==> config.mk <==
export PLATFORM = sky130hd
export DESIGN_NAME = t0co_compare_output
export DESIGN_NICKNAME = d
export VERILOG_FILES = /design/src/hdl/t0co_compare_output.v
export VERILOG_INCLUDE_DIRS = /design/src /design/src/hdl
export SDC_FILE = /design/constraint.sdc
export NUM_CORES = 1
export LEC_CHECK = 0
export ABC_AREA = 1
export BUFFER_PORTS_ARGS = -buffer_cell sky130_fd_sc_hd__clkbuf_2
export CAP_MARGIN = 20
export CORE_AREA = 2 2 102 114
export CTS_BUF_LIST = sky130_fd_sc_hd__clkbuf_4 sky130_fd_sc_hd__clkbuf_8
export DETAILED_ROUTE_END_ITERATION = 7
export DIE_AREA = 0 0 104 116
export GPL_ROUTABILITY_DRIVEN = 1
export SYNTH_ARGS = -nofsm -noshare
export SYNTH_HDL_FRONTEND = slang
export SYNTH_SLANG_ARGS = --single-unit
==> constraint.sdc <==
create_clock -name ref_clk -period 2.6 [get_ports ref_clk]
set_input_delay 0.26 -clock ref_clk [delete_from_list [all_inputs] [get_ports ref_clk]]
set_output_delay 0.26 -clock ref_clk [all_outputs]
set_load 0.05 [all_outputs]
==> src/hdl/t0co_consts.vh <==
`ifndef T0CO_CONSTS_VH
`define T0CO_CONSTS_VH

// Register offsets on the plain register port
`define T0CO_ADDR_CTRL 8'h1b
`define T0CO_ADDR_AUX 8'h1c
`define T0CO_ADDR_CMPA 8'h1d
`define T0CO_ADDR_CMPB 8'h1e
`define T0CO_ADDR_STAT 8'h1f

// Control register field positions
`define T0CO_COMA_HI 7
`define T0CO_COMA_LO 6
`define T0CO_COMB_HI 5
`define T0CO_COMB_LO 4
`define T0CO_WGM_HI 1
`define T0CO_WGM_LO 0
`define T0CO_CTRL_WMASK 8'hf3

// Auxiliary control field positions
`define T0CO_AUX_TOPSEL 0

// Status register field positions
`define T0CO_STAT_OCA 0
`define T0CO_STAT_OCB 1
`define T0CO_STAT_OVA 2
`define T0CO_STAT_OVB 3

// Reset values
`define T0CO_CTRL_RST 8'h00
`define T0CO_AUX_RST 8'h00
`define T0CO_CMP_RST 8'h00

// Waveform mode codes
`define T0CO_WGM_NORMAL 3'h0
`define T0CO_WGM_PC_FF 3'h1
`define T0CO_WGM_CTC 3'h2
`define T0CO_WGM_FAST_FF 3'h3
`define T0CO_WGM_PC_A 3'h5
`define T0CO_WGM_FAST_A 3'h7

// Counter limits
`define T0CO_MAX 8'hff
`define T0CO_BOTTOM 8'h00

// Output-mode field codes
`define T0CO_COM_OFF 2'h0
`define T0CO_COM_TOGGLE 2'h1
`define T0CO_COM_CLEAR 2'h2
`define T0CO_COM_SET 2'h3

`endif

==> src/hdl/t0co_compare_output.v <==
// The strobed register port was chosen for this implementation.
`timescale 1ns/100ps
`include "t0co_consts.vh"

// What this block does
// Runs on the system clock; timer clock is a one-cycle enable only.
// Nonzero channel A output-mode field lets compare output A own its pin.
// Pin A driver is enabled only when its port direction bit is output.
// Non-PWM A: 00 off, 01 toggle, 10 clear, 11 set on match.
// PWM A with field 01: toggle on match if top-select set, else off.
// Fast PWM A: 10 clears on match, sets at BOTTOM; 11 the inverse.
// Fast PWM: compare equal TOP with upper bit set skips match, keeps BOTTOM.
// Phase correct A: 10 clears on up match, sets on down; 11 reverse.
// Phase correct: compare equal TOP with upper bit set acts at TOP.
// Nonzero channel B output-mode field lets compare output B own its pin.
// Pin B driver is enabled only when its port direction bit is output.
// Non-PWM B: 00 off, 01 toggle, 10 clear, 11 set on match.
// Fast PWM B: 01 reserved; 10 clears on match, sets at BOTTOM; 11 inverse.
// Phase correct B: 01 reserved; 10 clear up, set down; 11 reverse.
// Control bits 3 and 2 read zero and ignore writes.
// Waveform modes 0,1,2,3,5,7 decoded with their TOP; 4 and 6 reserved.
// MAX is 0xff and BOTTOM is 0x00.
// Fast PWM wraps TOP to BOTTOM on the next tick; BOTTOM action taken on the TOP tick.
// Compare outputs are flip-flops, reset to zero, updated only on ticks.
module t0co_compare_output #(
	parameter CNT_W = 8
) (
	// Clock and reset
	input wire ref_clk,
	input wire rst,
	// Register port
	input wire [7:0] reg_addr,
	input wire [7:0] reg_wdata,
	input wire reg_wr,
	input wire reg_rd,
	output reg [7:0] reg_rdata,
	// Counter side, same clock
	input wire timer_clock_enable,
	input wire [CNT_W-1:0] timer_count_value,
	input wire count_down,
	// Port logic, same clock
	input wire chan_a_port_dir,
	input wire chan_a_port_data,
	input wire chan_b_port_dir,
	input wire chan_b_port_data,
	// Pin drive
	output wire chan_a_pin_out,
	output wire chan_a_pin_oe,
	output wire chan_b_pin_out,
	output wire chan_b_pin_oe,
	// Compare output state
	output wire chan_a_compare_output,
	output wire chan_b_compare_output,
	output wire chan_a_override,
	output wire chan_b_override
);

	// Waveform classes
	localparam CLS_NONPWM = 2'd0;
	localparam CLS_FAST = 2'd1;
	localparam CLS_PC = 2'd2;
	localparam CLS_RSVD = 2'd3;

	// Software-visible registers, plus the active compare copies (cmp_act_reg) that reads never return
	reg [7:0] ctrl_reg;
	reg [7:0] aux_reg;
	reg [CNT_W-1:0] cmp_buf_reg [0:1];
	reg [CNT_W-1:0] cmp_act_reg [0:1];

	// Per-channel state, index 0 is channel A
	reg [1:0] oc_reg;
	reg [1:0] pin_out_reg;
	reg [1:0] pin_oe_reg;
	reg [1:0] override_reg;
	wire [1:0] oc_next;
	wire [1:0] connected;

	// Mode decode
	wire top_sel;
	wire [2:0] waveform_mode_select;
	reg [1:0] mode_cls;
	reg [CNT_W-1:0] top_value;
	wire at_top_tick;
	wire [1:0] port_dir_in;
	wire [1:0] port_data_in;
	wire [1:0] com [0:1];

	assign top_sel = aux_reg[`T0CO_AUX_TOPSEL];
	assign waveform_mode_select = {top_sel,
		ctrl_reg[`T0CO_WGM_HI:`T0CO_WGM_LO]};
	assign com[0] = ctrl_reg[`T0CO_COMA_HI:`T0CO_COMA_LO];
	assign com[1] = ctrl_reg[`T0CO_COMB_HI:`T0CO_COMB_LO];
	assign port_dir_in = {chan_b_port_dir, chan_a_port_dir};
	assign port_data_in = {chan_b_port_data, chan_a_port_data};

	// Class and TOP from the three-bit mode
	always @* begin
		mode_cls = CLS_RSVD;
		top_value = `T0CO_MAX;
		case (waveform_mode_select)
		`T0CO_WGM_NORMAL: begin
			mode_cls = CLS_NONPWM;
		end
		`T0CO_WGM_CTC: begin
			mode_cls = CLS_NONPWM;
			top_value = cmp_act_reg[0];
		end
		`T0CO_WGM_PC_FF: begin
			mode_cls = CLS_PC;
		end
		`T0CO_WGM_PC_A: begin
			mode_cls = CLS_PC;
			top_value = cmp_act_reg[0];
		end
		`T0CO_WGM_FAST_FF: begin
			mode_cls = CLS_FAST;
		end
		`T0CO_WGM_FAST_A: begin
			mode_cls = CLS_FAST;
			top_value = cmp_act_reg[0];
		end
		default: begin
			mode_cls = CLS_RSVD; // Reserved modes leave outputs alone
		end
		endcase
	end

	// Tick at TOP: fast PWM wraps to BOTTOM next, phase correct turns
	assign at_top_tick = timer_clock_enable &&
		(timer_count_value == top_value);

	// Register writes; bits 3:2 of control are never stored
	always @(posedge ref_clk) begin
		if (rst) begin
			ctrl_reg <= `T0CO_CTRL_RST;
			aux_reg <= `T0CO_AUX_RST;
			cmp_buf_reg[0] <= `T0CO_CMP_RST;
			cmp_buf_reg[1] <= `T0CO_CMP_RST;
		end else if (reg_wr) begin
			case (reg_addr)
			`T0CO_ADDR_CTRL: begin
				ctrl_reg <= reg_wdata & `T0CO_CTRL_WMASK;
			end
			`T0CO_ADDR_AUX: begin
				aux_reg <= {7'h00, reg_wdata[`T0CO_AUX_TOPSEL]};
			end
			`T0CO_ADDR_CMPA: begin
				cmp_buf_reg[0] <= reg_wdata[CNT_W-1:0];
			end
			`T0CO_ADDR_CMPB: begin
				cmp_buf_reg[1] <= reg_wdata[CNT_W-1:0];
			end
			default: begin
				ctrl_reg <= ctrl_reg;
			end
			endcase
		end
	end

	// Read data one cycle after the strobe; unmapped reads give zero
	always @(posedge ref_clk) begin
		if (rst) begin
			reg_rdata <= 8'h00;
		end else if (reg_rd) begin
			case (reg_addr)
			`T0CO_ADDR_CTRL: reg_rdata <= ctrl_reg;
			`T0CO_ADDR_AUX: reg_rdata <= aux_reg;
			`T0CO_ADDR_CMPA: reg_rdata <= cmp_buf_reg[0];
			`T0CO_ADDR_CMPB: reg_rdata <= cmp_buf_reg[1];
			`T0CO_ADDR_STAT: begin
				reg_rdata <= {4'h0, override_reg, oc_reg};
			end
			default: reg_rdata <= 8'h00;
			endcase
		end else begin
			reg_rdata <= 8'h00;
		end
	end

	genvar i;
	generate
		for (i = 0; i < 2; i = i + 1) begin : g_chan
			reg oc_n;
			reg conn;
			wire match_hit;
			wire at_top_cmp;
			wire is_chan_a;

			assign is_chan_a = (i == 0);
			assign match_hit = timer_clock_enable &&
				(timer_count_value == cmp_act_reg[i]);
			// Compare at TOP with the upper field bit set is special
			assign at_top_cmp = com[i][1] &&
				(cmp_act_reg[i] == top_value);

			// Compare value buffer: immediate outside PWM, else at TOP
			// so a new duty cycle never cuts a period short
			always @(posedge ref_clk) begin
				if (rst) begin
					cmp_act_reg[i] <= `T0CO_CMP_RST;
				end else if (mode_cls == CLS_NONPWM ||
					mode_cls == CLS_RSVD || at_top_tick) begin
					cmp_act_reg[i] <= cmp_buf_reg[i];
				end
			end

			// Pin ownership: field 01 in PWM is off unless A with top-select
			always @* begin
				conn = (com[i] != `T0CO_COM_OFF);
				if ((mode_cls == CLS_FAST || mode_cls == CLS_PC) &&
					com[i] == `T0CO_COM_TOGGLE) begin
					conn = is_chan_a && top_sel;
				end
			end

			// Next compare output value
			always @* begin
				oc_n = oc_reg[i];
				case (mode_cls)
				CLS_NONPWM: begin
					if (match_hit) begin
						case (com[i])
						`T0CO_COM_TOGGLE: oc_n = ~oc_reg[i];
						`T0CO_COM_CLEAR: oc_n = 1'b0;
						`T0CO_COM_SET: oc_n = 1'b1;
						default: oc_n = oc_reg[i];
						endcase
					end
				end
				CLS_FAST: begin
					if (match_hit && !at_top_cmp) begin
						case (com[i])
						`T0CO_COM_TOGGLE: oc_n = conn ? ~oc_reg[i] : oc_reg[i];
						`T0CO_COM_CLEAR: oc_n = 1'b0;
						`T0CO_COM_SET: oc_n = 1'b1;
						default: oc_n = oc_reg[i];
						endcase
					end
					// Wrap to BOTTOM: set for 10, clear for 11
					if (at_top_tick && com[i][1]) begin
						oc_n = ~com[i][0];
					end
				end
				CLS_PC: begin
					if (at_top_cmp) begin
						// Match skipped; down-count result taken at TOP
						if (at_top_tick) begin
							oc_n = ~com[i][0];
						end
					end else if (match_hit) begin
						case (com[i])
						`T0CO_COM_TOGGLE: oc_n = conn ? ~oc_reg[i] : oc_reg[i];
						`T0CO_COM_CLEAR: oc_n = count_down;
						`T0CO_COM_SET: oc_n = ~count_down;
						default: oc_n = oc_reg[i];
						endcase
					end
				end
				default: begin
					oc_n = oc_reg[i];
				end
				endcase
			end

			assign oc_next[i] = oc_n;
			assign connected[i] = conn;

			// Output flip-flop moves only on a timer tick
			always @(posedge ref_clk) begin
				if (rst) begin
					oc_reg[i] <= 1'b0;
				end else if (timer_clock_enable) begin
					oc_reg[i] <= oc_next[i];
				end
			end

			// Pin mux; the direction bit alone enables the driver
			always @(posedge ref_clk) begin
				if (rst) begin
					pin_out_reg[i] <= 1'b0;
					pin_oe_reg[i] <= 1'b0;
					override_reg[i] <= 1'b0;
				end else begin
					override_reg[i] <= connected[i];
					pin_out_reg[i] <= connected[i] ?
						oc_next[i] : port_data_in[i];
					pin_oe_reg[i] <= port_dir_in[i];
				end
			end
		end
	endgenerate

	// Outputs straight from flip-flops
	assign chan_a_pin_out = pin_out_reg[0];
	assign chan_a_pin_oe = pin_oe_reg[0];
	assign chan_b_pin_out = pin_out_reg[1];
	assign chan_b_pin_oe = pin_oe_reg[1];
	assign chan_a_compare_output = oc_reg[0];
	assign chan_b_compare_output = oc_reg[1];
	assign chan_a_override = override_reg[0];
	assign chan_b_override = override_reg[1];

endmodule

==> run_results.csv <==
group,metric,value,unit
cts,clk_path_buf_depth,2,
global_route,grt_busiest_layer,"met2",
logic_synthesis,yosys.area.top_type,"edfxtp_1",
floorplan,io-pin-count,50,
global_route,grt_pass1_vias,2844,
cts,ctsHoldBuffers,0,
logic_synthesis,synth.avg_cell_area,7.270,um^2
cts,cts.htree.levels,2,
logic_synthesis,synth-seq-area-share,44.13,%
logic_synthesis,ys_seq_elements,55,
min_path,hold_path_depth,3,
floorplan,initial_core_util,29.79,%
cts,cts_resized,0,
setup_path,r2r-end,"cmp_act_reg[1][3]",
logic_synthesis,ys_types,37,
cts,clk_pin_slew,0.11,ns
cells_and_area,finish.utilization,34.85,%
cells_and_area,n_fill_cell,1172,
floorplan,die_area,12060,um^2
setup_path,crit_end,"cmp_act_reg[1][3]",
global_route,grt_max_degree,20,
logic_synthesis,synth_area,3221,um^2
setup_path,cp_slowest_stage_delay,0.40,ns
cells_and_area,seq_area,1421,um^2
global_route,grt_overflow_total,0,
floorplan,core_area,10810,um^2
drt,via_per_inst,4.607,
pwr,power_density,472.0,nW/um^2
pwr,finalPower,1.778,mW
job,drv_cap,0,
cts,cts_tree,"yes",
pwr,ir_drop,0.3160,mV
placed_design,gp_congestion,0.9183,
placed_design,placed_cell_area,3649,um^2
cells_and_area,drive_gt1_share,15.43,%
cells_and_area,multi_input_area,1406,um^2
timing,finalCriticalPeriod,2.139,ns
global_route,grt_use_total,14.47,%
setup_path,path_buf_inv,3,
setup_path,crit_start,"aux_reg[0]",
cts,clock-root-buffer,"clkbuf_8",
drt,avgRoutedWirePerCell,13.11,um
logic_synthesis,synth_cells,443,
timing,max_freq,467.6,MHz
logic_synthesis,synth_area_leaders,"edfxtp_1 (30%), dfxtp_1 (14%), nand2_1 (11%)",
global_route,met2_usage,26.49,%
cells_and_area,final_nets,534,
global_route,antenna_found_initial,0,
setup_path,endpoint_kind,"flop",
timing,finalHoldViolations,0,
timing,fin_worst_skew,0.01002,ns
cells_and_area,design_area,3767,um^2
timing,setup_violations,0,
drt,finalWirelength,8467,um
logic_synthesis,async_flop_share,0,%
cts,clock-sinks,55,
global_route,grt_use_met1,17.38,%
setup_path,worstPathRequired,2.63,ns
timing,drv_slew,0,
setup_path,critPathArrivalTime,2.17,ns
min_path,hold_class,"primary input to flop",
cts,insertion_delay,0.32,ns
placed_design,place_hpwl,6948,um
drt,drt_iter0_markers,176,
drt,drc,0,
cts,post_cts_buffers,0,
drt,vias,2976,
setup_path,cp-start-kind,"flop",
logic_synthesis,synthTopCellsByCount,"nand2_1 (97), inv_1 (91), nor2_1 (58)",
setup_path,crit_type,"flop to flop",
logic_synthesis,ys_warn_count,0,
floorplan,die_x,104,um
floorplan,row_count,40,
logic_synthesis,synth_edf_count,32,
floorplan,die_y,116,um
cells_and_area,antenna_cells,0,
setup_path,critPathTopFamily,"simple AND/OR/NAND/NOR gates",
placed_design,portBuffers,49,
logic_synthesis,synth.most_common_cell,"nand2_1",
setup_path,r2r_cells,11,
timing,rsz0062_at_grt,"false",
logic_synthesis,netlist.area_leader.share,29.84,%
setup_path,crit_path_top_delay_cell,"dfxtp_1",
setup_path,timing.rr.start,"aux_reg[0]",
cells_and_area,area_growth,16.98,%
setup_path,crit_fanout,16,
setup_path,critPathMostFrequentCell,"nand2_1",
logic_synthesis,synth_nets,479,
drt,ant_nets,0,
run_status,status,"finished clean",
logic_synthesis,synth_top_flop_cell,"edfxtp_1",
min_path,min_from,"chan_b_port_dir",
drt,drtPass1Iterations,5,
timing,fin_setup_tns,0,ns
setup_path,rrSetupSlack,0.46,ns
timing,relSlewSlack,51.99,%
timing,tightest_slew,0.7171,ns
timing,min_period_over_period,82.25,%
global_route,gr-usage-met3,1.181,%
global_route,grt_pass1_wl,13880,um
pwr,p_leak,1.820,nW
cts,cts_made_buffers,5,
setup_path,worstPathCellList,"inv_2, nand2_1, inv_1, nor2_4, nand2_1, nand2_1, nand2_1, nor2_4, nand3_4, nand3_1, buf_4",
setup_path,crit_cells,11,
timing,hold_ws,0.1141,ns
==> cell usage in the layout, fill, tap and decap left out, types with 2 or more instances in the layout <==
cell type and count:
nand2_1 97, inv_1 91, nor2_1 58, clkbuf_2 49
edfxtp_1 32, o21ai_0 26, a21oi_1 25, dfxtp_1 23
nand3_1 15, nor3_1 7, nand4_1 7, xor2_1 7
o22ai_1 7, clkbuf_8 5, buf_4 5, nor4_1 4
o211ai_1 4, nand2_2 4, o21ai_1 3, o221ai_1 3
a31oi_1 3, inv_2 2, nor2_4 2, a221oi_1 2
nand3b_1 2, ha_1 2
==> through the flow <==
step	setup WS, ns	instances
3_3_place_gp	0.5167	638
6_report	0.4615	646
4_1_cts	0.4547	646
2_1_floorplan	0.2611	443
5_1_grt	0.1883	646
3_5_place_dp	0.4649	638
==> how the worst min path moves through the flow <==
stage	end	slack [ns]
finish	chan_b_pin_oe	0.11
global route	chan_b_pin_oe	0.12
CTS	chan_b_pin_oe	0.11
detailed placement	chan_b_pin_oe	0.46
global placement	chan_b_pin_oe	0.46
floorplan	chan_a_pin_oe	0.33
==> worst min-delay path, stage by stage <==
cell      delay [ns]
clkbuf_2        0.08
inv_1           0.04
nor2_1          0.03
==> cell type report <==
class                   count  share of cell area (%)
flip-flops and latches     55                   37.73
multi-input cells         288                   37.33
inverters                  94                   9.399
repair buffers             54                   7.506
well taps                 147                   4.882
clock buffers               5                   1.827
clock inverters             3                   1.328
==> logic make-up after synthesis <==
group / share of synthesized area [%]
fa+ha+maj: 0.7769
xor+xnor: 2.176
buf+inv: 12.20
simple gates: 27.86
flops: 44.13
compound gates: 12.86
==> power breakdown <==
part | switching (mW) | internal, mW | total, mW
Combinational | 0.132 | 0.0689 | 0.201
Clock | 0.300 | 0.297 | 0.598
Sequential | 0.0264 | 0.953 | 0.979
==> routing by layer <==
metal,part of all wire (%),routed length [um]
met2,51,4349
met3,3.3,280
met4,2.7,227
met1,43,3609
met5,0,0
Note: power is estimated with default switching activity, not from simulation.
